## config.mk

```make
export PLATFORM = sky130hd
export DESIGN_NAME = io_channel_parity_and_status
export DESIGN_NICKNAME = d
export VERILOG_FILES = /design/src/rtl/chan_pkg.sv /design/src/rtl/parity_if.sv /design/src/rtl/io_channel_parity_and_status.sv /design/src/rtl/parity_unit.sv
export SDC_FILE = /design/constraint.sdc
export NUM_CORES = 1
export LEC_CHECK = 0
export BUFFER_PORTS_ARGS = -buffer_cell sky130_fd_sc_hd__buf_4
export CAP_MARGIN = 20
export CORE_AREA = 2 2 109 69
export CTS_BUF_LIST = sky130_fd_sc_hd__clkbuf_16
export DETAILED_ROUTE_END_ITERATION = 12
export DIE_AREA = 0 0 111 71
export PLACE_DENSITY_LB_ADDON = 0.12
export REMOVE_ABC_BUFFERS = 1
export SLEW_MARGIN = 20
export SYNTH_ARGS = -nofsm -noshare
export SYNTH_HDL_FRONTEND = slang
export SYNTH_HIERARCHICAL = 1
export SYNTH_SLANG_ARGS = --single-unit
```

## constraint.sdc

```tcl
create_clock -name sys_clk -period 2 [get_ports sys_clk]
set_input_delay 0.4 -clock sys_clk [delete_from_list [all_inputs] [get_ports sys_clk]]
set_output_delay 0.4 -clock sys_clk [all_outputs]
set_load 0.03 [all_outputs]
```

## src/rtl/chan_pkg.sv

```systemverilog
package chan_pkg;

  // Servicing steps announced by the step sequencer
  typedef enum logic [3:0] {
    STEP_IDLE,
    STEP_READ_MOVE,
    STEP_WRITE_MOVE,
    STEP_ADDR_MOVE,
    STEP_ADDR_CCW,
    STEP_FETCH_SECOND_COMMAND_WORD,
    STEP_FETCH_SECOND_COMMAND_WORD_BURST,
    STEP_CAR_STORE,
    STEP_TIC_ADDR,
    STEP_STATUS_EXIT,
    STEP_STORE_STATUS,
    STEP_STORE_A_LATE,
    STEP_CHAIN_INTERRUPT
  } step_e;

  localparam int BYTE_W = 8;
  localparam int CHAR_W = 9;
  localparam int BUS_W = 32;
  localparam int CSR_W = 7;
  localparam int KEY_W = 4;
  localparam int ADDR_W = 4;
  localparam int DATA_W = 32;

  // Channel status register bit positions
  localparam int CSR_PROG_CHECK = 0;
  localparam int CSR_CTRL_CHECK = 1;
  localparam int CSR_PROT_CHECK = 2;
  localparam int CSR_INCL_LENGTH = 3;
  localparam int CSR_DATA_CHECK = 4;
  localparam int CSR_PROG_INTR = 5;
  localparam int CSR_TERMINATION = 6;

  // Fields of the internal bus word, and the parity bit position of a nine-bit character
  localparam int BUS_STATUS_LSB = 16;
  localparam int BUS_PCI_FLAG = 27;
  localparam int BUS_ALIGN_MSB = 2;
  localparam int PARITY_BIT = 8;

  localparam logic [BYTE_W-1:0] ERROR_MARK_BYTE = 8'hff;
  localparam logic [CSR_W-1:0] CSR_RESET = 7'h00;
  localparam logic [KEY_W-1:0] KEY_ZERO = 4'h0;
  localparam logic [BUS_ALIGN_MSB:0] ALIGN_ZERO = 3'h0;

  // Register map, word addresses of the plain register port
  localparam logic [ADDR_W-1:0] REG_CTRL = 4'h0;
  localparam logic [ADDR_W-1:0] REG_STATUS = 4'h1;
  localparam logic [ADDR_W-1:0] REG_FLAGS = 4'h2;

  // Control register fields
  localparam int CTRL_ERR_IGNORE = 0;
  localparam int CTRL_ERR_STOP = 1;
  localparam int CTRL_PROTECT = 2;
  localparam int CTRL_W = 3;
  localparam logic [CTRL_W-1:0] CTRL_RESET = 3'h0;

  // Flag register fields; the low three clear on a written one
  localparam int FLG_PARITY = 0;
  localparam int FLG_ERR_STOP = 1;
  localparam int FLG_DEFERRED = 2;
  localparam int FLG_TERM_ANY = 3;
  localparam int FLG_W = 4;

endpackage

```

## src/rtl/parity_if.sv

```systemverilog
`timescale 1ns/1ps
interface parity_if;
  import chan_pkg::*;
  logic [BYTE_W-1:0] out_byte;
  logic [CHAR_W-1:0] in_char;
  logic gen_bit;
  logic in_even;

  modport user (output out_byte, output in_char, input gen_bit, input in_even);
  modport unit (input out_byte, input in_char, output gen_bit, output in_even);
endinterface

```

## src/rtl/io_channel_parity_and_status.sv

```systemverilog
// The plain strobed port and the register offsets are this design's own decisions.
`timescale 1ns/1ps
module io_channel_parity_and_status
  import chan_pkg::*;
(
  input wire logic sys_clk,
  input wire logic nrst,
  // Register port
  input wire logic [ADDR_W-1:0] reg_addr,
  input wire logic [DATA_W-1:0] reg_wdata,
  input wire logic reg_wr,
  input wire logic reg_rd,
  output logic [DATA_W-1:0] reg_rdata,
  // Step sequencer and internal bus
  input wire step_e step,
  input wire logic phase_c6,
  input wire logic byte_done,
  input wire logic [BUS_W-1:0] bus_data,
  input wire logic op_is_sense,
  input wire logic op_is_write,
  input wire logic end_present,
  input wire logic control_word_read,
  input wire logic main_memory_parity_error,
  input wire logic scratch_pad_error,
  input wire logic addr_beyond_max,
  input wire logic [KEY_W-1:0] proc_key,
  input wire logic [KEY_W-1:0] mem_key,
  input wire logic count_nonzero,
  input wire logic chain_data_flag,
  input wire logic suppress_length_flag,
  input wire logic load_active,
  input wire logic burst_mode,
  input wire logic catch_up_mode,
  input wire logic switch_end_condition,
  input wire logic set_interrupt_request,
  // Peripheral trunk receivers
  input wire logic [CHAR_W-1:0] input_data_lines,
  // Results
  output logic input_parity_error,
  output logic io_error_signal,
  output logic error_stop_flop,
  output logic run_clear,
  output logic [CHAR_W-1:0] inbound_byte_lines,
  output logic [CHAR_W-1:0] output_byte_register,
  output logic terminate_any,
  output logic terminate_strobe,
  output logic set_interrupt_strobe,
  output logic burst_break,
  output logic store_status_select,
  output logic status_write,
  output logic [CSR_W-1:0] status_byte
);

  function automatic logic keys_accept(input logic [KEY_W-1:0] a, input logic [KEY_W-1:0] b);
    keys_accept = (a == b) || (a == KEY_ZERO) || (b == KEY_ZERO);
  endfunction

  function automatic logic misaligned(input logic [BUS_W-1:0] w);
    misaligned = (w[BUS_ALIGN_MSB:0] != ALIGN_ZERO);
  endfunction

  logic [CHAR_W-1:0] din_meta_q;
  logic [CHAR_W-1:0] din_q;
  logic [CTRL_W-1:0] ctrl_q;
  logic parity_err_q;
  logic error_stop_q;
  logic deferred_q;
  logic [CSR_W-1:0] csr_q;
  logic prog_check_q;
  logic ctrl_check_q;
  logic prot_check_q;
  logic incl_length_q;
  logic data_check_q;
  logic prog_intr_q;
  logic termination_q;
  logic [CSR_W-1:0] csr_set;
  logic [CSR_W-1:0] csr_base;
  logic error_ignore_setting;
  logic error_stop_switch;
  logic protect_installed;
  logic parity_event;
  logic fetch_step;
  logic wr_ctrl;
  logic wr_flags;
  logic deferred_cause;

  parity_if pif ();

  parity_unit u_parity (
    .pif(pif)
  );

  assign error_ignore_setting = ctrl_q[CTRL_ERR_IGNORE];
  assign error_stop_switch = ctrl_q[CTRL_ERR_STOP];
  assign protect_installed = ctrl_q[CTRL_PROTECT];
  assign wr_ctrl = reg_wr && (reg_addr == REG_CTRL);
  assign wr_flags = reg_wr && (reg_addr == REG_FLAGS);
  assign fetch_step = (step == STEP_FETCH_SECOND_COMMAND_WORD) || (step == STEP_FETCH_SECOND_COMMAND_WORD_BURST);

  // Trunk lines come from another box; two flops before any use
  always_ff @(posedge sys_clk or negedge nrst) begin
    if (!nrst) begin
      din_meta_q <= '0;
      din_q <= '0;
    end else begin
      din_meta_q <= input_data_lines;
      din_q <= din_meta_q;
    end
  end

  assign pif.in_char = din_q;
  assign pif.out_byte = bus_data[BYTE_W-1:0];

  assign input_parity_error = pif.in_even;

  assign parity_event = (step == STEP_READ_MOVE) && !op_is_sense && input_parity_error;

  // Indicator stays lit until software clears it; a new error wins over the clear
  always_ff @(posedge sys_clk or negedge nrst) begin
    if (!nrst) begin
      parity_err_q <= 1'b0;
    end else if (parity_event) begin
      parity_err_q <= 1'b1;
    end else if (wr_flags && reg_wdata[FLG_PARITY]) begin
      parity_err_q <= 1'b0;
    end
  end

  assign io_error_signal = parity_err_q && !error_ignore_setting;

  always_ff @(posedge sys_clk or negedge nrst) begin
    if (!nrst) begin
      error_stop_q <= 1'b0;
    end else if (io_error_signal && error_stop_switch) begin
      error_stop_q <= 1'b1;
    end else if (wr_flags && reg_wdata[FLG_ERR_STOP]) begin
      error_stop_q <= 1'b0;
    end
  end

  assign error_stop_flop = error_stop_q;
  assign run_clear = error_stop_q && phase_c6;

  // Inbound lines are registered so the bus sees a clean byte
  always_ff @(posedge sys_clk or negedge nrst) begin
    if (!nrst) begin
      inbound_byte_lines <= '0;
    end else if (io_error_signal) begin
      inbound_byte_lines <= {din_q[PARITY_BIT], ERROR_MARK_BYTE};
    end else begin
      inbound_byte_lines <= din_q;
    end
  end

  always_ff @(posedge sys_clk or negedge nrst) begin
    if (!nrst) begin
      output_byte_register <= '0;
    end else if (step == STEP_WRITE_MOVE) begin
      output_byte_register <= {pif.gen_bit, bus_data[BYTE_W-1:0]};
    end
  end

  // Set terms for each status flop
  always_comb begin
    csr_set = '0;
    csr_set[CSR_TERMINATION] = set_interrupt_request || set_interrupt_strobe;
    csr_set[CSR_PROG_INTR] = fetch_step && bus_data[BUS_PCI_FLAG] && !end_present;
    csr_set[CSR_DATA_CHECK] = (parity_event && !error_ignore_setting)
      || (main_memory_parity_error && ((step == STEP_READ_MOVE) || (step == STEP_WRITE_MOVE)));
    csr_set[CSR_INCL_LENGTH] = end_present && (count_nonzero || chain_data_flag)
      && !suppress_length_flag && !load_active
      && (((step == STEP_FETCH_SECOND_COMMAND_WORD) && !burst_mode && !catch_up_mode)
      || ((step == STEP_FETCH_SECOND_COMMAND_WORD_BURST) && !switch_end_condition));
    csr_set[CSR_PROT_CHECK] = (step == STEP_ADDR_MOVE) && protect_installed
      && !keys_accept(proc_key, mem_key);
    csr_set[CSR_CTRL_CHECK] = control_word_read && (scratch_pad_error || main_memory_parity_error);
    csr_set[CSR_PROG_CHECK] = (addr_beyond_max && ((step == STEP_ADDR_MOVE) || (step == STEP_ADDR_CCW)))
      || (((step == STEP_CAR_STORE) || (step == STEP_TIC_ADDR)) && misaligned(bus_data));
  end

  assign csr_base = fetch_step ? bus_data[BUS_STATUS_LSB +: CSR_W] : csr_q;

  always_ff @(posedge sys_clk or negedge nrst) begin
    if (!nrst) begin
      prog_check_q <= CSR_RESET[CSR_PROG_CHECK];
    end else begin
      prog_check_q <= csr_base[CSR_PROG_CHECK] || csr_set[CSR_PROG_CHECK];
    end
  end

  always_ff @(posedge sys_clk or negedge nrst) begin
    if (!nrst) begin
      ctrl_check_q <= CSR_RESET[CSR_CTRL_CHECK];
    end else begin
      ctrl_check_q <= csr_base[CSR_CTRL_CHECK] || csr_set[CSR_CTRL_CHECK];
    end
  end

  always_ff @(posedge sys_clk or negedge nrst) begin
    if (!nrst) begin
      prot_check_q <= CSR_RESET[CSR_PROT_CHECK];
    end else begin
      prot_check_q <= csr_base[CSR_PROT_CHECK] || csr_set[CSR_PROT_CHECK];
    end
  end

  always_ff @(posedge sys_clk or negedge nrst) begin
    if (!nrst) begin
      incl_length_q <= CSR_RESET[CSR_INCL_LENGTH];
    end else begin
      incl_length_q <= csr_base[CSR_INCL_LENGTH] || csr_set[CSR_INCL_LENGTH];
    end
  end

  always_ff @(posedge sys_clk or negedge nrst) begin
    if (!nrst) begin
      data_check_q <= CSR_RESET[CSR_DATA_CHECK];
    end else begin
      data_check_q <= csr_base[CSR_DATA_CHECK] || csr_set[CSR_DATA_CHECK];
    end
  end

  always_ff @(posedge sys_clk or negedge nrst) begin
    if (!nrst) begin
      prog_intr_q <= CSR_RESET[CSR_PROG_INTR];
    end else begin
      prog_intr_q <= csr_base[CSR_PROG_INTR] || csr_set[CSR_PROG_INTR];
    end
  end

  always_ff @(posedge sys_clk or negedge nrst) begin
    if (!nrst) begin
      termination_q <= CSR_RESET[CSR_TERMINATION];
    end else begin
      termination_q <= csr_base[CSR_TERMINATION] || csr_set[CSR_TERMINATION];
    end
  end

  assign csr_q = {termination_q, prog_intr_q, data_check_q, incl_length_q, prot_check_q, ctrl_check_q,
    prog_check_q};

  assign terminate_any = csr_q[CSR_PROT_CHECK] || csr_q[CSR_PROG_CHECK] || csr_q[CSR_CTRL_CHECK]
    || (csr_q[CSR_DATA_CHECK] && (op_is_write || end_present))
    || (end_present && csr_q[CSR_INCL_LENGTH]);

  assign terminate_strobe = terminate_any
    && ((step == STEP_READ_MOVE) || (step == STEP_STATUS_EXIT) || (step == STEP_CAR_STORE));

  assign set_interrupt_strobe = (step == STEP_CHAIN_INTERRUPT) && !switch_end_condition && terminate_any;

  // leave burst loop for normal exit
  assign burst_break = terminate_any && (burst_mode || catch_up_mode);

  assign deferred_cause = ((step == STEP_STORE_STATUS) || (step == STEP_STORE_A_LATE))
    && (scratch_pad_error || addr_beyond_max);

  // A bit raised too late for the store-status step forces one more pass
  always_ff @(posedge sys_clk or negedge nrst) begin
    if (!nrst) begin
      deferred_q <= 1'b0;
    end else if (deferred_cause) begin
      deferred_q <= 1'b1;
    end else if ((step == STEP_STORE_STATUS) || (wr_flags && reg_wdata[FLG_DEFERRED])) begin
      deferred_q <= 1'b0;
    end
  end

  assign store_status_select = deferred_q;

  // Write-back carries late set terms too, so nothing set this cycle is lost
  always_ff @(posedge sys_clk or negedge nrst) begin
    if (!nrst) begin
      status_write <= 1'b0;
      status_byte <= CSR_RESET;
    end else begin
      status_write <= byte_done || (step == STEP_STORE_STATUS);
      status_byte <= csr_q | csr_set;
    end
  end

  always_ff @(posedge sys_clk or negedge nrst) begin
    if (!nrst) begin
      ctrl_q <= CTRL_RESET;
    end else if (wr_ctrl) begin
      ctrl_q <= reg_wdata[CTRL_W-1:0];
    end
  end

  // Read data stand only in the cycle after the strobe
  always_ff @(posedge sys_clk or negedge nrst) begin
    if (!nrst) begin
      reg_rdata <= '0;
    end else if (reg_rd) begin
      case (reg_addr)
        REG_CTRL: reg_rdata <= {{(DATA_W-CTRL_W){1'b0}}, ctrl_q};
        REG_STATUS: reg_rdata <= {{(DATA_W-CSR_W){1'b0}}, csr_q};
        REG_FLAGS: reg_rdata <= {{(DATA_W-FLG_W){1'b0}}, terminate_any, deferred_q, error_stop_q, parity_err_q};
        default: reg_rdata <= '0;
      endcase
    end else begin
      reg_rdata <= '0;
    end
  end

endmodule // io_channel_parity_and_status

```

## src/rtl/parity_unit.sv

```systemverilog
`timescale 1ns/1ps
module parity_unit
  import chan_pkg::*;
(
  parity_if.unit pif
);

  // Odd parity: the ninth bit is one when the byte carries an even count
  assign pif.gen_bit = ~(^pif.out_byte);

  // Byte plus its parity bit must hold an odd count of ones
  assign pif.in_even = ~(^pif.in_char);

endmodule // parity_unit

```

# --- Word level (Yosys, flattened, before mapping) ---
# Index checks and enable logic that the tools add are counted.
word_totals:
  reg_bits: 89
  latchBits: 0
  mem_bits_rw: 0
  mem_bits_ro: 0
  inputBits: 110
  output_inout_bits: 67
  elab_cells: 128
  memories: 0
classes:
  n_addsub: 0
  n_mul: 0
  div_mod_pow: 0
  n_lt_le_gt_ge: 0
  eq_ne: 15
  shift: 0
  muxes: 10
  bitwise: 3
  n_reduce_logical: 82
op_table:
  columns: ["cell", "count"]
  rows:
  - ["1-bit logical AND", 33]
  - ["1-bit logical OR", 31]
  - ["7-bit case mux with 3 select lines", 1]
  - ["4-bit equality test (second input constant)", 5]
  - ["4-bit by 3-bit equality test with 1-bit output (second input constant)", 4]
  - ["7-bit two-way mux", 2]
  - ["4-bit by 2-bit equality test with 1-bit output (second input constant)", 3]
  - ["4-bit logical NOT", 3]
  - ["1-bit logical NOT", 9]
  - ["9-bit XOR reduction", 1]
  - ["4-bit by 1-bit equality test with 1-bit output (second input constant)", 2]
  - ["8-bit two-way mux", 1]
  - ["8-bit XOR reduction", 1]
  - ["7-bit bitwise OR", 1]
  - ["1-bit two-way mux", 6]
  - ["2-bit nonzero test", 3]
  - ["4-bit equality test", 1]
  - ["3-bit nonzero test", 1]
  - ["1-bit NOT", 2]

# --- Logic depth before layout (Yosys ltp) ---
logic_depth:
  depth_word: 7
  depth_mapped: 6
  mapped_depth_nobuf: 6

# --- By module ---
# Netlist, hierarchy kept.
modules_own_cells:
  columns: ["module", "n_inst", "cells_each", "area_per_inst_um2", "seq_area_each_um2"]
  rows:
  - ["io_channel_parity_and_status", 1, 222, 2710.1, 1601.5]
  - ["parity_unit", 1, 14, 136.4, 0.0]

# --- Worst setup path after synthesis ---
# OpenSTA, ideal clock, no wires.
synth_path:
  path_kind: "flip-flop to flip-flop"
  startpoint: "register din_q[2]"
  endpoint: "register data_check_q"
  setup_time_ns: 0.068
  arrival_ns: 2.006
  required_ns: 1.932
  path_slack_ns: -0.075
  path_stages_with_launch: 7
  n_path_buf: 0
  period_less_slack_ns: 2.075
  path_cell_list: "dfrtp_1 > xor2_1 > xnor3_1 > xnor2_1 > nand4_1 > o22a_1 > nand3_1"
synth_between:
  elab_chain_len: 6
synth_lines:
  columns: ["element", "line", "text"]
  rows:
  - ["start: declaration", "io_channel_parity_and_status.sv:63", "logic [CHAR_W-1:0] din_q;"]
  - ["start signal: assignment", "io_channel_parity_and_status.sv:107", "din_q <= din_meta_q;"]
  - ["9-bit XOR reduction", "parity_unit.sv:12", "assign pif.in_even = ~(^pif.in_char);"]
  - ["1-bit NOT", "parity_unit.sv:12", null]
  - ["net input_parity_error", "io_channel_parity_and_status.sv:39", "output logic input_parity_error,"]
  - ["1-bit logical AND", "io_channel_parity_and_status.sv:116", "assign parity_event = (step == STEP_READ_MOVE) && !op_is_sense && input_parity_error;"]
  - ["1-bit logical AND", "io_channel_parity_and_status.sv:168", "csr_set[CSR_DATA_CHECK] = (parity_event && !error_ignore_setting)"]
  - ["1-bit logical OR", "io_channel_parity_and_status.sv:169", "|| (main_memory_parity_error && ((step == STEP_READ_MOVE) || (step == STEP_WRITE_MOVE)));"]
  - ["1-bit logical OR", "io_channel_parity_and_status.sv:219", "data_check_q <= csr_base[CSR_DATA_CHECK] || csr_set[CSR_DATA_CHECK];"]
  - ["end signal: assignment", "io_channel_parity_and_status.sv:217", "data_check_q <= CSR_RESET[CSR_DATA_CHECK];"]
  - ["end signal: assignment", "io_channel_parity_and_status.sv:219", null]
  - ["end: declaration", "io_channel_parity_and_status.sv:73", "logic data_check_q;"]
# The timed path passes the listed nets, and every way through them passes these cells.
# A chain may end at the register's enable or synchronous reset.

# --- Worst setup path in the final report ---
layout_path:
  startpoint: "register din_q[7]"
  endpoint: "output input_parity_error"
layout_between:
  elab_chain_len: 2
layout_lines:
  columns: ["element", "line"]
  rows:
  - ["9-bit XOR reduction", "parity_unit.sv:12"]
  - ["1-bit NOT", "parity_unit.sv:12"]
  - ["end: declaration", "io_channel_parity_and_status.sv:39"]
# Every way passes these cells.

==> results.sh <==
export IMPL_slew_headroom_pct=65.6
export IMPL_drive_above_1_share_pct=41.1
export IMPL_die_height_um=71
export IMPL_layout_nets=465
export IMPL_hold_violations=0
export IMPL_yosysSeqAreaShare_pct=56.3
export IMPL_leakage_uw=0.00192
export IMPL_num_rows=24
export IMPL_top_layer="met4"
export IMPL_maxSlewViolCount=0
export IMPL_finClkSkew_ps=2.56
export IMPL_syn_avg_cell_area_sq_um=12.1
export IMPL_stdcell_count=449
export IMPL_postCtsHoldBufs=0
export IMPL_wl_mm=6.18
export IMPL_wl_met3_um=497
export IMPL_status="finished with violations"
export IMPL_power_density_nw_per_um2=1060
export IMPL_cp_required_ps=1600
export IMPL_r2r_start="din_q[7]"
export IMPL_ant_nets=0
export IMPL_clkTransAtPathRegs_ps=50
export IMPL_die_area_sq_um=7880
export IMPL_crit_arrival_ps=1720
export IMPL_start_kind="flop"
export IMPL_synth_area_sq_um=2850
export IMPL_p_total_uw=4240
export IMPL_tightest_slew_ps=516
export IMPL_fin_crit_sh_pct=106
export IMPL_hold_worst_slack_ps=52.0
export IMPL_yosysTopAreaCell="dfrtp_1"
export IMPL_synth_seq_cells=64
export IMPL_rsz0062_at_grt="yes"
export IMPL_synthTopCellsByArea="dfrtp_1 (56%), buf_4 (7.1%), nand2b_1 (3.7%)"
export IMPL_setup_viol=1
export IMPL_yosysTopAreaCellShare_pct=56.3
export IMPL_drtIter0Drc=88
export IMPL_cp_max_fo=2
export IMPL_wl_per_cell_um=13.8
export IMPL_crit_start="din_q[7]"
export IMPL_htreeDepth=3
export IMPL_cts_tree="done"
export IMPL_place_inst=431
export IMPL_ir_worst_vdd_mv=0.454
export IMPL_fp_coreArea_sq_um=6940
export IMPL_dp_worst_setup_slack_ps=98.7
export IMPL_grt_usage_pct=16.0
export IMPL_grt_overflow=0
export IMPL_clkLatencyLatePin_ps=320
export IMPL_crit_type="flop to output port"
export IMPL_dr_pass1_iters=4
export IMPL_vias=2051
export IMPL_clock_sinks=64
export IMPL_maxCapViolations=0
export IMPL_grt_pass1_vias=1963
export IMPL_final_cell_area_sq_um=4020
export IMPL_violations="setup timing"
export IMPL_placed_cell_area_sq_um=3670
export IMPL_fmax_mhz=472
export IMPL_clockBufferDepth=2
export IMPL_die_x_um=111
export IMPL_regToRegSetupSlack_ps=100
export IMPL_r2r_cells=7
export IMPL_finalCriticalPeriod_ps=2120
export IMPL_grt_max_degree=40
export IMPL_antennaDiodeCount=0
export IMPL_gp_congestion=0.761
export IMPL_routedLengthMet1_mm=2.91
export IMPL_met2_length_mm=2.69
export IMPL_syn2layout_area_growth_pct=41.2
export IMPL_drc_errors=0
export IMPL_cts_buffers=9
export IMPL_setup_slack_ps=-118
export IMPL_end_kind="output port"
export IMPL_yosysWarnings=6
export IMPL_port_buffers=106
export IMPL_hold_class="input port to async pin"
export IMPL_pin_count=177
export IMPL_root_buffer="clkbuf_16"
export IMPL_yosysUniqueCellTypes=48
export IMPL_initial_utilization_pct=41.0
export IMPL_viasPerCell=4.57
export IMPL_syn_inst=236
export IMPL_grt_pass1_wl_mm=9.89
export IMPL_hpwl_mm=4.69
export IMPL_antenna_found_initial=0
[per-stage QoR]
step                utilization [%]  TNS [ps]
floorplan                         -      -150
global placement               52.8         0
detailed placement             52.8         0
CTS                            57.5      -134
global route                   57.9      -256
finish                         57.9      -118
[layer usage]
metal | vias up | track usage [%]
met1 | 956 | 23.2
met5 | - | 0
met4 | 0 | 5.83
li1 | 987 | -
met3 | 7 | 4.03
met2 | 101 | 23.7
[placed cells by master (no fill, tap or decap), drive strengths merged, types with 2 or more instances in the layout]
| master | count |
|---|---|
| clkbuf | 9 |
| inv | 2 |
| nor3 | 3 |
| nand2 | 14 |
| clkinv | 3 |
| and3 | 2 |
| xnor2 | 12 |
| dfrtp | 64 |
| buf | 114 |
| xor2 | 6 |
| and2 | 4 |
| a21o | 2 |
| mux2 | 13 |
| or3 | 3 |
| nand4 | 2 |
| a21oi | 5 |
| nor2 | 13 |
| nand3 | 7 |
| o21ai | 10 |
| conb | 25 |
| nor2b | 2 |
| mux2i | 4 |
| nand2b | 17 |
| nor4 | 3 |
[Yosys cell counts (all sizes together)]
cell type,instances
mux2,13
xnor2,12
conb,1
nand4bb,1
nor4,3
a21oi,5
o22ai,1
nor3b,1
nand3b,1
or2,1
xnor3,1
o21a,1
nand4,2
o2bb2ai,1
a32oi,1
or4,1
a22o,1
a2111oi,1
dfrtp,64
and2,4
nor2,13
o21ai,10
and3,2
xor2,6
nand2,14
buf,29
nor3,3
a21o,2
nor4b,1
a21bo,1
o22a,1
or2b,1
nand2b,17
mux2i,4
or3,3
nand3,7
nor2b,2
inv,2
o2111ai,1
clkbuf,1
[layout make-up]
class                           instances  area (sq um)
Fill cell                             608          2920
Clock inverter                          5          50.0
Tap cell                               91           114
Inverter                                2          7.51
Multi-Input combinational cell        164          1140
Clock buffer                            9           225
Sequential cell                        64          1600
Timing Repair Buffer                  114           880
[registers in the layout, indices dropped and copies added (netlist names)]
| signal | flops |
|---|---|
| prot_check_q | 1 |
| error_stop_flop | 1 |
| ctrl_q | 3 |
| din_q | 9 |
| termination_q | 1 |
| status_byte | 7 |
| prog_intr_q | 1 |
| din_meta_q | 9 |
| parity_err_q | 1 |
| prog_check_q | 1 |
| status_write | 1 |
| data_check_q | 1 |
| store_status_select | 1 |
| inbound_byte_lines | 9 |
| ctrl_check_q | 1 |
| reg_rdata | 7 |
| incl_length_q | 1 |
| output_byte_register | 9 |
[final timing paths]
path | end
max in group asynchronous | inbound_byte_lines[0]
min in group sys_clk | din_meta_q[5]
worst max register to register | data_check_q
worst max-delay path | input_parity_error
worst min-delay path | inbound_byte_lines[5]
worst min register to register | din_q[4]
[kinds of logic after synthesis]
kind of cell / synth area share, %
XOR/XNOR: 6.99
AND/OR/NAND/NOR: 15.7
flip-flops: 56.3
other: 0.132
multiplexers: 6.68
buffers and inverters: 8.09
AO/OA/AOI/OAI: 6.11
[worst max-delay path, cell delays in order, from the launching register on]
cell	delay, ps
dfrtp_1	400
xnor2_2	200
xnor3_1	460
xnor2_2	180
buf_6	160
[timing repair]
action	in CTS	in global routing
setup buffers	4	0
endpoints found under the setup margin	5	7
pin swaps	6	2
gates cloned	0	0
resized for setup	4	5
endpoints found under the hold margin	0	0
[report_power, final]
group          internal (uW)  switching [uW]  total, uW
registers               1490             115       1600
logic                    510             680       1190
clock network            937             509       1450
Power figures use the tool's default switching activity.
